===== config.mk =====
export PLATFORM = sky130hd
export DESIGN_NAME = owcd_top
export DESIGN_NICKNAME = d
export VERILOG_FILES = /design/src/owcd_pkg.sv /design/src/owcd_top.sv
export SDC_FILE = /design/constraint.sdc
export NUM_CORES = 1
export LEC_CHECK = 0
export BUFFER_PORTS_ARGS = -buffer_cell sky130_fd_sc_hd__buf_2
export CORE_ASPECT_RATIO = 1.25
export CORE_MARGIN = 4
export CORE_UTILIZATION = 40
export DETAILED_ROUTE_END_ITERATION = 6
export GPL_ROUTABILITY_DRIVEN = 0
export MAX_ROUTING_LAYER = met4
export PLACE_DENSITY = 0.7
export SYNTH_ARGS = -nofsm -noshare
export SYNTH_HDL_FRONTEND = slang
export SYNTH_SLANG_ARGS = --single-unit

===== constraint.sdc =====
create_clock -name pclk -period 2.25 [get_ports pclk]
set_input_delay 0.1125 -clock pclk [delete_from_list [all_inputs] [get_ports pclk]]
set_output_delay 0.1125 -clock pclk [all_outputs]
set_load 0.005 [all_outputs]

===== src/owcd_pkg.sv =====
package owcd_pkg;
  // apb map, byte addresses
  localparam logic [7:0] ADDR_WORD0  = 8'h00;
  localparam logic [7:0] ADDR_WORD1  = 8'h04;
  localparam logic [7:0] ADDR_WORD2  = 8'h08;
  localparam logic [7:0] ADDR_STATUS = 8'h0C;

  localparam int WORD_W = 13;
  localparam logic [12:0] WORD_ERASED = 13'h1FFF;

  // word zero fields
  localparam int W0_RESET_PIN  = 12;
  localparam int W0_WDOG_DIS   = 11;
  localparam int W0_INSTR_PER  = 10;
  localparam int W0_CLK_SRC_HI = 9;
  localparam int W0_CLK_SRC_LO = 8;
  localparam int W0_CODE_SEC   = 7;
  localparam int W0_SUT_HI     = 6;
  localparam int W0_SUT_LO     = 5;
  localparam int W0_TYPE       = 4;
  localparam int W0_OSC_OUT    = 3;
  localparam int W0_TRIM_HI    = 2;
  // word one fields
  localparam int W1_POWER      = 2;
  localparam int W1_IRC_HI     = 1;

  // status register fields
  localparam int ST_LOADED     = 0;
  localparam int ST_EXEC       = 1;
  localparam int ST_PROG       = 2;
  localparam int ST_TYPE_BAD   = 3;

  typedef enum logic [1:0] {
    OWCD_CLK_LXT = 2'b00,
    OWCD_CLK_HXT = 2'b01,
    OWCD_CLK_ERC = 2'b10,
    OWCD_CLK_IRC = 2'b11
  } owcd_clk_src_t;

  typedef enum logic [1:0] {
    OWCD_ST_LOAD  = 2'b00,
    OWCD_ST_WAIT  = 2'b01,
    OWCD_ST_RUN   = 2'b10
  } owcd_state_t;

  // start-up delays in microseconds and the clock rate
  localparam int CLK_MHZ   = 100;
  localparam int SUT_18_US  = 18000;
  localparam int SUT_4P5_US = 4500;
  localparam int SUT_288_US = 288000;
  localparam int SUT_72_US  = 72000;
  localparam int SUT_18_CYC  = SUT_18_US * CLK_MHZ;
  localparam int SUT_4P5_CYC = SUT_4P5_US * CLK_MHZ;
  localparam int SUT_288_CYC = SUT_288_US * CLK_MHZ;
  localparam int SUT_72_CYC  = SUT_72_US * CLK_MHZ;
  localparam int SUT_CNT_W   = 25;
endpackage


===== src/owcd_top.sv =====
`timescale 1ns/1ps
module owcd_top #(
  parameter int SUT_18_CYC  = owcd_pkg::SUT_18_CYC,
  parameter int SUT_4P5_CYC = owcd_pkg::SUT_4P5_CYC,
  parameter int SUT_288_CYC = owcd_pkg::SUT_288_CYC,
  parameter int SUT_72_CYC  = owcd_pkg::SUT_72_CYC
) (
  input  wire logic        pclk,
  input  wire logic        presetn,
  input  wire logic        psel,
  input  wire logic        penable,
  input  wire logic        pwrite,
  input  wire logic [7:0]  paddr,
  input  wire logic [31:0] pwdata,
  output logic [31:0]      prdata,
  output logic             pready,
  output logic             pslverr,
  input  wire logic        prog_mode_pin,
  output logic             reset_pin_en,
  output logic             wdog_en,
  output logic             instr_period_sel,
  output logic [1:0]       clk_src_sel,
  output logic             xtal_in_pin_clk,
  output logic             code_protect,
  output logic [1:0]       startup_delay_sel,
  output logic             osc_out_pin_sel,
  output logic [2:0]       rc_trim_bits,
  output logic [1:0]       irc_freq_sel,
  output logic             power_level_sel,
  output logic [12:0]      customer_id,
  output logic             exec_enable,
  output logic             instr_cycle_en,
  output logic             timer_counter_clk
);

  function automatic logic [24:0] sut_count(input logic [1:0] sel);
    case (sel)
      2'b11:   sut_count = SUT_18_CYC[24:0];
      2'b10:   sut_count = SUT_4P5_CYC[24:0];
      2'b01:   sut_count = SUT_288_CYC[24:0];
      default: sut_count = SUT_72_CYC[24:0];
    endcase
  endfunction

  ////////////////////////////////////////////////////////////////////////////
  // programming pin synchroniser
  logic prog_meta_reg;
  logic prog_sync_reg;
  logic prog_last_reg;

  always_ff @(posedge pclk or negedge presetn) begin
    if (!presetn) begin
      prog_meta_reg <= 1'b0;
      prog_sync_reg <= 1'b0;
      prog_last_reg <= 1'b0;
    end else begin
      prog_meta_reg <= prog_mode_pin;
      prog_sync_reg <= prog_meta_reg;
      prog_last_reg <= prog_sync_reg;
    end
  end

  wire prog_exit = prog_last_reg & ~prog_sync_reg;

  ////////////////////////////////////////////////////////////////////////////
  // apb slave
  logic [12:0]           word_reg [0:2];
  logic [31:0]           prdata_next;
  logic                  pslverr_next;
  logic [3:0]            status_val;
  owcd_pkg::owcd_state_t state_reg;
  owcd_pkg::owcd_state_t state_next;

  wire setup_phase  = psel & ~penable;
  wire access_done  = psel & penable & pready;
  wire sel_word0    = (paddr == owcd_pkg::ADDR_WORD0);
  wire sel_word1    = (paddr == owcd_pkg::ADDR_WORD1);
  wire sel_word2    = (paddr == owcd_pkg::ADDR_WORD2);
  wire sel_status   = (paddr == owcd_pkg::ADDR_STATUS);
  wire sel_word     = sel_word0 | sel_word1 | sel_word2;
  // option words answer only while the programmer holds the pin
  wire word_open    = sel_word & prog_sync_reg;
  wire bad_access   = ~(word_open | (sel_status & ~pwrite));
  wire [1:0] widx   = sel_word0 ? 2'd0 : (sel_word1 ? 2'd1 : 2'd2);
  wire do_write     = access_done & pwrite & word_open & ~pslverr;

  assign status_val = {word_reg[0][owcd_pkg::W0_TYPE],
                       prog_sync_reg,
                       exec_enable,
                       (state_reg != owcd_pkg::OWCD_ST_LOAD)};

  always_comb begin
    prdata_next  = 32'h0000_0000;
    pslverr_next = bad_access;
    if (word_open && !pwrite)
      prdata_next = {19'h0, word_reg[widx]};
    else if (sel_status && !pwrite)
      prdata_next = {28'h000_0000, status_val};
  end

  always_ff @(posedge pclk or negedge presetn) begin
    if (!presetn) begin
      pready  <= 1'b0;
      prdata  <= 32'h0000_0000;
      pslverr <= 1'b0;
    end else begin
      pready <= setup_phase;
      if (setup_phase) begin
        prdata  <= prdata_next;
        pslverr <= pslverr_next;
      end
    end
  end

  // erased words read as all ones
  always_ff @(posedge pclk or negedge presetn) begin
    if (!presetn) begin
      for (int i = 0; i < 3; i++)
        word_reg[i] <= owcd_pkg::WORD_ERASED;
    end else if (do_write) begin
      word_reg[widx] <= pwdata[12:0];
    end
  end

  ////////////////////////////////////////////////////////////////////////////
  // capture and start-up sequencing
  logic [24:0] sut_cnt_reg;
  wire load_now  = (state_reg == owcd_pkg::OWCD_ST_LOAD);
  wire sut_done  = (state_reg == owcd_pkg::OWCD_ST_WAIT) &&
                   (sut_cnt_reg == 25'h000_0001);

  always_comb begin
    state_next = state_reg;
    case (state_reg)
      owcd_pkg::OWCD_ST_LOAD: state_next = owcd_pkg::OWCD_ST_WAIT;
      owcd_pkg::OWCD_ST_WAIT: if (sut_done) state_next = owcd_pkg::OWCD_ST_RUN;
      owcd_pkg::OWCD_ST_RUN:  state_next = owcd_pkg::OWCD_ST_RUN;
      default:                state_next = owcd_pkg::OWCD_ST_LOAD;
    endcase
    if (prog_exit || prog_sync_reg)
      state_next = owcd_pkg::OWCD_ST_LOAD;
  end

  always_ff @(posedge pclk or negedge presetn) begin
    if (!presetn) begin
      state_reg   <= owcd_pkg::OWCD_ST_LOAD;
      sut_cnt_reg <= 25'h000_0000;
      exec_enable <= 1'b0;
    end else begin
      state_reg   <= state_next;
      exec_enable <= (state_next == owcd_pkg::OWCD_ST_RUN);
      if (load_now)
        sut_cnt_reg <= sut_count(word_reg[0][6:5]);
      else if (state_reg == owcd_pkg::OWCD_ST_WAIT)
        sut_cnt_reg <= sut_cnt_reg - 25'h000_0001;
    end
  end

  // decoded fields change only in the capture state
  always_ff @(posedge pclk or negedge presetn) begin
    if (!presetn) begin
      reset_pin_en      <= 1'b0;
      wdog_en           <= 1'b0;
      instr_period_sel  <= 1'b1;
      clk_src_sel       <= 2'b11;
      xtal_in_pin_clk   <= 1'b0;
      code_protect      <= 1'b0;
      startup_delay_sel <= 2'b11;
      osc_out_pin_sel   <= 1'b1;
      rc_trim_bits      <= 3'h7;
      irc_freq_sel      <= 2'b11;
      power_level_sel   <= 1'b1;
      customer_id       <= 13'h1FFF;
    end else if (load_now) begin
      reset_pin_en      <= ~word_reg[0][owcd_pkg::W0_RESET_PIN];
      wdog_en           <= ~word_reg[0][owcd_pkg::W0_WDOG_DIS];
      instr_period_sel  <= word_reg[0][owcd_pkg::W0_INSTR_PER];
      clk_src_sel       <= word_reg[0][9:8];
      // crystal modes run from the crystal input, the external and internal rc modes do not
      xtal_in_pin_clk   <= ~word_reg[0][owcd_pkg::W0_CLK_SRC_HI];
      code_protect      <= ~word_reg[0][owcd_pkg::W0_CODE_SEC];
      startup_delay_sel <= word_reg[0][6:5];
      osc_out_pin_sel   <= word_reg[0][owcd_pkg::W0_OSC_OUT];
      rc_trim_bits      <= word_reg[0][2:0];
      irc_freq_sel      <= word_reg[1][1:0];
      power_level_sel   <= word_reg[1][owcd_pkg::W1_POWER];
      customer_id       <= word_reg[2];
    end
  end

  ////////////////////////////////////////////////////////////////////////////
  // instruction cycle and timer clock enables
  logic [1:0] div_reg;
  wire div_wrap = instr_period_sel ? (div_reg == 2'd3) : (div_reg[0] == 1'b1);

  always_ff @(posedge pclk or negedge presetn) begin
    if (!presetn) begin
      div_reg           <= 2'd0;
      instr_cycle_en    <= 1'b0;
      timer_counter_clk <= 1'b0;
    end else if (!exec_enable) begin
      div_reg           <= 2'd0;
      instr_cycle_en    <= 1'b0;
      timer_counter_clk <= 1'b0;
    end else begin
      div_reg           <= div_wrap ? 2'd0 : div_reg + 2'd1;
      instr_cycle_en    <= div_wrap;
      timer_counter_clk <= div_wrap;
    end
  end

  ////////////////////////////////////////////////////////////////////////////
  // checks
  a_word_locked: assert property (@(posedge pclk)
    disable iff (!presetn)
    (setup_phase && sel_word && !prog_sync_reg) |=>
      (pslverr && prdata == 32'h0000_0000))
    else $error("option word reached outside programming");

  a_word_nowrite: assert property (@(posedge pclk)
    disable iff (!presetn)
    !prog_sync_reg |=> ($stable(word_reg[0]) && $stable(word_reg[1]) &&
                        $stable(word_reg[2])))
    else $error("option word changed outside programming");

  a_word_read: assert property (@(posedge pclk)
    disable iff (!presetn)
    (setup_phase && word_open && !pwrite) |=>
      (prdata == {19'h0, $past(word_reg[widx])}))
    else $error("option word read data wrong");

  a_word_store: assert property (@(posedge pclk)
    disable iff (!presetn)
    do_write |=> (word_reg[$past(widx)] == $past(pwdata[12:0])))
    else $error("option word write lost");

  a_reset_pin: assert property (@(posedge pclk)
    disable iff (!presetn)
    load_now |=> (reset_pin_en == ~$past(word_reg[0][12])))
    else $error("reset pin function wrong");

  a_wdog_map: assert property (@(posedge pclk)
    disable iff (!presetn)
    load_now |=> (wdog_en != $past(word_reg[0][11])))
    else $error("watchdog option wrong");

  a_period_sel: assert property (@(posedge pclk)
    disable iff (!presetn)
    load_now |=>
      (instr_period_sel == $past(word_reg[0][owcd_pkg::W0_INSTR_PER])))
    else $error("instruction period decode wrong");

  a_period_four: assert property (@(posedge pclk)
    disable iff (!presetn)
    (exec_enable && instr_period_sel && instr_cycle_en) |=>
      !instr_cycle_en[*3] ##1 (instr_cycle_en || !exec_enable))
    else $error("four period spacing wrong");

  a_timer_four: assert property (@(posedge pclk)
    disable iff (!presetn)
    ($rose(timer_counter_clk) && instr_period_sel && exec_enable) |=>
      !timer_counter_clk[*3] ##1 (timer_counter_clk || !exec_enable))
    else $error("timer clock not divided by four");

  a_timer_two: assert property (@(posedge pclk)
    disable iff (!presetn)
    (timer_counter_clk && !instr_period_sel && exec_enable) |=>
      !timer_counter_clk ##1 (timer_counter_clk || !exec_enable))
    else $error("timer clock not divided by two");

  a_cycle_idle: assert property (@(posedge pclk)
    disable iff (!presetn)
    !exec_enable |=> (!instr_cycle_en && !timer_counter_clk))
    else $error("cycle enable pulsed while halted");

  a_clk_src: assert property (@(posedge pclk)
    disable iff (!presetn)
    load_now |=> (clk_src_sel == $past(word_reg[0][9:8]) &&
                  xtal_in_pin_clk == !clk_src_sel[1]))
    else $error("clock source decode wrong");

  a_code_prot: assert property (@(posedge pclk)
    disable iff (!presetn)
    load_now |=>
      (code_protect == ~$past(word_reg[0][owcd_pkg::W0_CODE_SEC])))
    else $error("code security decode wrong");

  a_sut_sel: assert property (@(posedge pclk)
    disable iff (!presetn)
    load_now |=> (startup_delay_sel == $past(word_reg[0][6:5])))
    else $error("start-up delay select wrong");

  a_sut_load: assert property (@(posedge pclk)
    disable iff (!presetn)
    (load_now && !prog_sync_reg && !prog_exit) |=>
      (sut_cnt_reg == sut_count($past(word_reg[0][6:5]))))
    else $error("start-up delay count wrong");

  a_osc_out: assert property (@(posedge pclk)
    disable iff (!presetn)
    load_now |=>
      (osc_out_pin_sel == $past(word_reg[0][owcd_pkg::W0_OSC_OUT])))
    else $error("oscillator output pin decode wrong");

  a_irc_freq: assert property (@(posedge pclk)
    disable iff (!presetn)
    load_now |=> (irc_freq_sel == $past(word_reg[1][1:0])))
    else $error("internal rc frequency decode wrong");

  a_trim_apply: assert property (@(posedge pclk)
    disable iff (!presetn)
    load_now |=> (rc_trim_bits == $past(word_reg[0][2:0])))
    else $error("rc trim bits not applied");

  a_power_sel: assert property (@(posedge pclk)
    disable iff (!presetn)
    load_now |=>
      (power_level_sel == $past(word_reg[1][owcd_pkg::W1_POWER])))
    else $error("power level decode wrong");

  a_cust_id: assert property (@(posedge pclk)
    disable iff (!presetn)
    load_now |=> (customer_id == $past(word_reg[2])))
    else $error("customer code not captured");

  a_static_hold: assert property (@(posedge pclk)
    disable iff (!presetn)
    !load_now |=> $stable({code_protect, rc_trim_bits, irc_freq_sel,
                           power_level_sel, customer_id}))
    else $error("captured option changed while running");

  a_hold_prog: assert property (@(posedge pclk)
    disable iff (!presetn)
    prog_sync_reg |=> !exec_enable)
    else $error("execution ran during programming");

  a_exec_after: assert property (@(posedge pclk)
    disable iff (!presetn)
    $rose(exec_enable) |-> $past(sut_done))
    else $error("execution began before start-up delay");

endmodule


==> results of run 1 <==
[repair_timing]
item,in CTS,in global routing
setup endpoints to repair,0,2
setup buffers,0,0
resized for setup,0,1
hold buffers,15,0
endpoints found under the hold margin,70,0
[per-stage QoR]
step	utilization, %	setup WS [ns]	cell area, µm²
2_1_floorplan	-	0.4385	5725
3_3_place_gp	44.77	0.2713	6185
3_5_place_dp	44.77	0.1370	6185
4_1_cts	50.05	0.1282	6914
5_1_grt	50.10	0.03114	6920
6_report	50.10	0.1724	6920
[layout make-up]
| class | instances | area [µm²] | share of cell area (%) |
|---|---|---|---|
| clock buffer | 23 | 478.0 | 6.907 |
| tap | 175 | 219.0 | 3.164 |
| multi-input combinational | 379 | 2429 | 35.09 |
| timing repair buffer | 102 | 648.1 | 9.365 |
| inverter | 10 | 37.54 | 0.5424 |
| clock inverter | 9 | 101.3 | 1.464 |
| sequential | 117 | 3008 | 43.46 |
[worst max-delay path, delay by kind of cell (launching register included)]
| kind | cells | cell delay [ns] |
|---|---|---|
| flip-flops | 1 | 0.45 |
| AND/OR/NAND/NOR | 3 | 0.79 |
| AO/OA/AOI/OAI | 1 | 0.14 |
| adder cells (fa/ha/maj) | 1 | 0.23 |
| buffers and inverters | 1 | 0.17 |
| multiplexers | 1 | 0.16 |
[logic make-up after synthesis]
family / Yosys count / synth area share, %
AND/OR/NAND/NOR: 200 / 16.67
other: 1 / 0.06628
multiplexers: 74 / 14.18
adder cells (fa/ha/maj): 10 / 2.211
AO/OA/AOI/OAI: 74 / 8.094
XOR/XNOR: 2 / 0.3097
flip-flops: 117 / 53.16
buffers and inverters: 55 / 5.307
[worst max path at each step]
stage               cells past startpoint              end
detailed placement                      5      exec_enable
floorplan                               8  sut_cnt_reg[16]
global placement                        5      exec_enable
CTS                                     5      exec_enable
global route                            5  sut_cnt_reg[17]
finish                                  7  sut_cnt_reg[18]
[power breakdown]
part           leakage (µW)  internal, µW  switching, µW  total [µW]
sequential          0.00132          2140           42.3        2190
combinational       0.00157           118            184         302
clock              0.000287          1710            917        2630
total               0.00318          3970           1140        5110
[routing by layer]
layer / part of all wire [%] / up-vias / GRT usage, %
li1: - / 2002 / -
met1: 41 / 2143 / 21.90
met2: 53 / 100 / 30.51
met3: 3.9 / 17 / 3.864
met4: 1.6 / 0 / 5.691
met5: 0 / - / -
[cells in the final DEF (no fill, tap or decap), drive strengths merged, types with 4 or more instances in the layout]
cell           n
nand2        118
buf           87
dfstp         64
dfrtp         53
mux2          49
nor2          31
o21ai         28
mux2i         25
clkbuf        23
conb          19
a21oi         18
nor3          16
dlygate4sd3   15
nor4          11
ha            10
inv           10
o221ai         7
nand3          6
clkinv         6
o22ai          5
nand4          4
==> impl_results.md, run 1 <==
- Synth top cells by count: 118 x nand2_1, 64 x dfstp_2, 53 x dfrtp_1
- Vias in the first global route: 4536
- Routed WL: 13370 µm
- # diodes: 0
- Reg2Reg Setup Slack: 0.17 ns
- Dominant synthesized flop cell: dfstp_2
- Ports: between 100 and 150
- Global-route wire length before repair: 22820 µm
- CTS buffer count: 17
- DRC: 0
- Largest net degree at the start of global routing: 54
- Pwr Density: 738.8 nW/µm²
- Yosys cell types: 53
- Crit path kind: flip-flop to flip-flop
- Cell Chain, Critical Path: inv_1 -> ha_1 -> nor3b_1 -> and3_1 -> nand2_1 -> mux2i_1 -> o221ai_1
- Worst Path Arrival: roughly 2.3 ns
- Hold Crit Class: input pin to flip-flop
- Worst-Skew Late Latency: 0.40 ns
- Setup total negative slack: 0 ns
- WP data required: 2.51 ns
- Reg2reg start: sut_cnt_reg[0]
- Area of the die: between 15000 and 20000 µm²
- Pleak: between 0.003 and 0.004 µW
- Area share of the largest cell type after synthesis: between 20% and 30%
- H-tree levels: 4
- Slowest Stage Delay on Critical Path: 0.45 ns
- Area Growth Syn to Fin: 22.31%
- Number of port buffers: between 70 and 80
- Layout cells sized above 1: between 30% and 40%
- Final layout net count: 683
- Status: finished, final reports clean
- Iter 0 DRT Violations: 227
- Final Total Pwr: 5113 µW
- TritonRoute pass-1 iters: 4
- Vias: 4262
- CTS clk-pin slew, worst paths: 0.05 ns
- Worst hold path cell count: 3
- Post-Syn Instances: 533
- WHS Endpoint: prdata[0]
- Clock Skews: 0.007761 ns
- Routed Antenna Nets: 0
- Final hold vios: 0
- Row Count: 48
- Hold path start: paddr[3]
- Synth top area cells: dfstp_2 30%, dfrtp_1 23%, nand2_1 7.8%, mux2_1 6.0%, mux2i_1 4.4%
- DIE HEIGHT: 141.0 µm
- Core box area: 13810 µm²
- CTS max path bufs: 2
- Largest register FFs: 38
- TritonCTS clock tree: built
- GRT overflow: 0
- Post-synthesis sequential area ratio: 53.16%
- Post-synth EDFFs: 0
- Setup violations, final: 0
- Reg-to-reg critical path endpoint: sut_cnt_reg[18]
- Placed instance count: 768
- Via-per-instance ratio: between 5 and 6
- Synth Area per Inst: 10.62 µm²
- Avg WL per Cell: between 15 and 20 µm
- Root Driver: clkbuf_16
- Synth Register Bits: 117
- Slowest CP cell: dfrtp_1
- Slew headroom: about three fifths
- Initial Utilization: between 40% and 50%
- Top-count cell post-synth: nand2_1
- Tot GR Track Use: 18.19%
- RSZ-0062 raised after global routing: false
- Period Utilization, post-route: 92.34%
- Critical path fanouts, max: 6
- Ys async rst share: 100.0%
- Die width: 114.4 µm
- Half-perimeter wire length after placement: 9189 µm
- Hold Slack: approximately 0.11 ns
- Initial antenna violation count: 0
- Fin crit period: a little over 2 ns
- Final Instance Count excl. Fillers: 815
- Worst IR Drop VDD: 684.4 µV
- Max cap viols: 0
- Ys Warns: 0
- Peak Freq: roughly 480 MHz
- Fillcell total: 1209
- Reg2reg path depth: 7
- Mapped cell area: approximately 5700 µm²
- CTS sink cnt: 117
- Slew Viols, Final: 0
- CP Launch Type: flip-flop
- Worst setup path startpoint: sut_cnt_reg[0]
- Worst-Margin Slew: 0.6065 ns
- CP endpoint kind: flip-flop
- Dominant cell type by area after synthesis: dfstp_2
Power figures use the tool's default switching activity.
==> run 2: changes to the inputs <==
--- a/config.mk
+++ b/config.mk
@@ -6,7 +6,6 @@
 export NUM_CORES = 1
 export LEC_CHECK = 0
 export BUFFER_PORTS_ARGS = -buffer_cell sky130_fd_sc_hd__buf_2
-export CORE_ASPECT_RATIO = 1.25
 export CORE_MARGIN = 4
 export CORE_UTILIZATION = 40
 export DETAILED_ROUTE_END_ITERATION = 6
==> constraint.sdc (replaced) <==
create_clock -name pclk -period 2.5 [get_ports pclk]
set_input_delay 0.125 -clock pclk [delete_from_list [all_inputs] [get_ports pclk]]
set_output_delay 0.125 -clock pclk [all_outputs]
set_load 0.005 [all_outputs]
==> impl_results.md, run 2 (synthesis results as in run 1) <==
- Largest net degree at the start of global routing: 62 (+15%)
- Routed WL: 12950 µm (-3.1%)
- Half-perimeter wire length after placement: 8650 µm (-5.9%)
- Worst setup path startpoint: sut_cnt_reg[0]
- Hold Crit Class: input pin to flip-flop
- Reg2reg start: sut_cnt_reg[0]
- Fin crit period: 2.179 ns (+0.1013 ns)
- Most frequent cells in the layout: 118 x nand2_1, 72 x buf_2, 64 x dfstp_2
- Global-route wire length before repair: 22260 µm (-2.4%)
- TritonCTS clock tree: built
- Iter 0 DRT Violations: 203 (-11%)
- Pleak: 0.003162 µW (-0.44%)
- CTS buffer count: 17 (unchanged)
- GRT overflow: 0 (unchanged)
- Largest register FFs: 38 (unchanged)
- Final core occ: 49.75% (-0.35 points)
- Reg2Reg Setup Slack: 0.32 ns (+0.15 ns)
- CP endpoint kind: flip-flop
- Row Count: 43 (-10%)
- Placed instance count: 772 (+0.52%)
- Ports: 112 (unchanged)
- Setup violations, final: 0 (unchanged)
- Slew Viols, Final: 0 (unchanged)
- Initial antenna violation count: 0 (unchanged)
- Critical path fanouts, max: 6 (unchanged)
- Peak Freq: 458.9 MHz (-4.6%)
- Fillcell total: 1249 (+3.3%)
- Worst Path Arrival: 2.45 ns (+0.11 ns)
- Number of port buffers: 73 (unchanged)
- Pwr Density: 672.5 nW/µm² (-9.0%)
- Final layout net count: 682 (-0.15%)
- Max cap viols: 0 (unchanged)
- Vias in the first global route: 4423 (-2.5%)
- Final hold vios: 0 (unchanged)
- CTS max path bufs: 2 (unchanged)
- Worst-Skew Late Latency: 0.41 ns (about the same)
- Pre-CTS setup slack: 0.3719 ns (+0.2349 ns)
- Tot GR Track Use: 17.54% (-0.65 points)
- Area of the die: 16110 µm² (about the same)
- Slowest CP cell: dfrtp_1
- Die width: 126.9 µm (+11%)
- Commonest non-fill, non-tap cell in the layout: nand2_1
- CTS clk-pin slew, worst paths: 0.06 ns (about the same)
- DIE HEIGHT: 126.9 µm (-10%)
- Final worst setup slack: 0.3211 ns (+0.1487 ns)
- Routed Antenna Nets: 0 (unchanged)
- Clock Skews: 0.008817 ns (+0.001055 ns)
- RSZ-0062 raised after global routing: false
- Period Utilization, post-route: 87.16% (-5.2 points)
- Root Driver: clkbuf_16
- CP Launch Type: flip-flop
- Core box area: 13880 µm² (+0.49%)
- Worst IR Drop VDD: 395.9 µV (-42%)
- Layout cells sized above 1: 33.02% (-0.73 points)
- Status: finished, final reports clean
- CTS sink cnt: 117 (unchanged)
- Initial Utilization: 40.76% (-0.20 points)
- Post-CTS Resized: 0 (unchanged)
- Reg-to-reg critical path endpoint: sut_cnt_reg[16]
- Final Instance Count excl. Fillers: 819 (+0.49%)
- Worst-Margin Slew: 0.7699 ns (+0.1634 ns)
- Cell Chain, Critical Path: inv_1 -> ha_1 -> nor3b_1 -> and3_1 -> nand3b_1 -> mux2i_1 -> o221ai_1
- Avg WL per Cell: 15.81 µm (-3.6%)
- WP data required: 2.77 ns (+0.26 ns)
- Via-per-instance ratio: 5.189 (-0.77%)
- Slowest Stage Delay on Critical Path: 0.45 ns (about the same)
- Reg2reg path depth: 7 (unchanged)
- DRC: 0 (unchanged)
- Slew headroom: 48.67% (-11 points)
- H-tree levels: 4 (unchanged)
- Worst Setup EP: sut_cnt_reg[16]
- TritonRoute pass-1 iters: 6 (+2)
- Vias: 4250 (-0.28%)
- # diodes: 0 (unchanged)
- Setup total negative slack: 0 ns (unchanged)
- Area Growth Syn to Fin: 22.05%
- Crit path kind: flip-flop to flip-flop
-- run 2: changes by cell type in the layout (fill, tap and decap cells not counted) --
cell,before,now
clkbuf_1,3,5
nor2_2,2,1
clkinvlp_4,1,2
nor4_1,5,6
buf_12,2,1
clkbuf_8,3,1
nor2_1,29,30
bufinv_16,2,3
nor4_2,5,4
clkinv_2,5,3
-- run 2: stage by stage --
stage / power, µW / area [µm²] / hold slack [ns]
after floorplan: 2137 / 5725 / -0.1706
after global placement: 2230 / 6168 / 0.2349
after detailed placement: 2239 / 6168 / 0.2370
after CTS: 4671 / 6905 / 0.08833
after global routing: 4812 / 6905 / 0.1323
final: 4644 / 6905 / 0.09932
-- run 2: area by class of cell --
| cell class | count | area, µm² | share of cell area, % |
|---|---|---|---|
| inverters | 10 | 37.54 | 0.5436 |
| repair buffers | 101 | 628.1 | 9.096 |
| clock buffers | 23 | 457.9 | 6.632 |
| flip-flops and latches | 117 | 3008 | 43.56 |
| multi-input cells | 379 | 2420 | 35.04 |
| clock inverters | 9 | 128.9 | 1.866 |
| well taps | 180 | 225.2 | 3.261 |
-- run 2: timing repair --
action                    4_1_cts  5_1_grt
buffers inserted                0        0
hold buffers                   15        0
hold endpoints to repair       64        0
-- run 2: power by group --
group / switching, µW / internal [µW]
combinational: 163 / 102
clock: 827 / 1590
sequential: 35.3 / 1930
total: 1020 / 3620
-- run 2: critical path, delay by kind of cell, from the launching register on --
family | cells | cell delay [ns]
and+or+nand+nor | 3 | 0.89
muxes | 1 | 0.19
DFF | 1 | 0.45
AOI/OAI and AO/OA | 1 | 0.13
adders and majority gates | 1 | 0.23
buffers and inverters | 1 | 0.16
-- run 2: how the worst min path moves through the flow --
stage                  start       endpoint  slack [ns]  cells after the start
6_report            paddr[3]      prdata[0]         0.1                      3
5_1_grt             paddr[3]      prdata[0]        0.13                      3
4_1_cts             paddr[3]      prdata[0]        0.09                      3
3_5_place_dp   prog_mode_pin  prog_meta_reg        0.24                      1
3_3_place_gp   prog_mode_pin  prog_meta_reg        0.23                      1
2_1_floorplan        presetn   code_protect       -0.17                      0
-- run 2: metal layers --
layer | wire length, µm | part of all wire [%] | up-vias | global-route usage, %
met2 | 6629 | 51 | 97 | 29.20
met1 | 5657 | 44 | 2137 | 21.18
li1 | - | - | 2000 | -
met5 | 0 | 0 | - | -
met4 | 173 | 1.3 | 0 | 5.678
met3 | 491 | 3.8 | 16 | 4.000
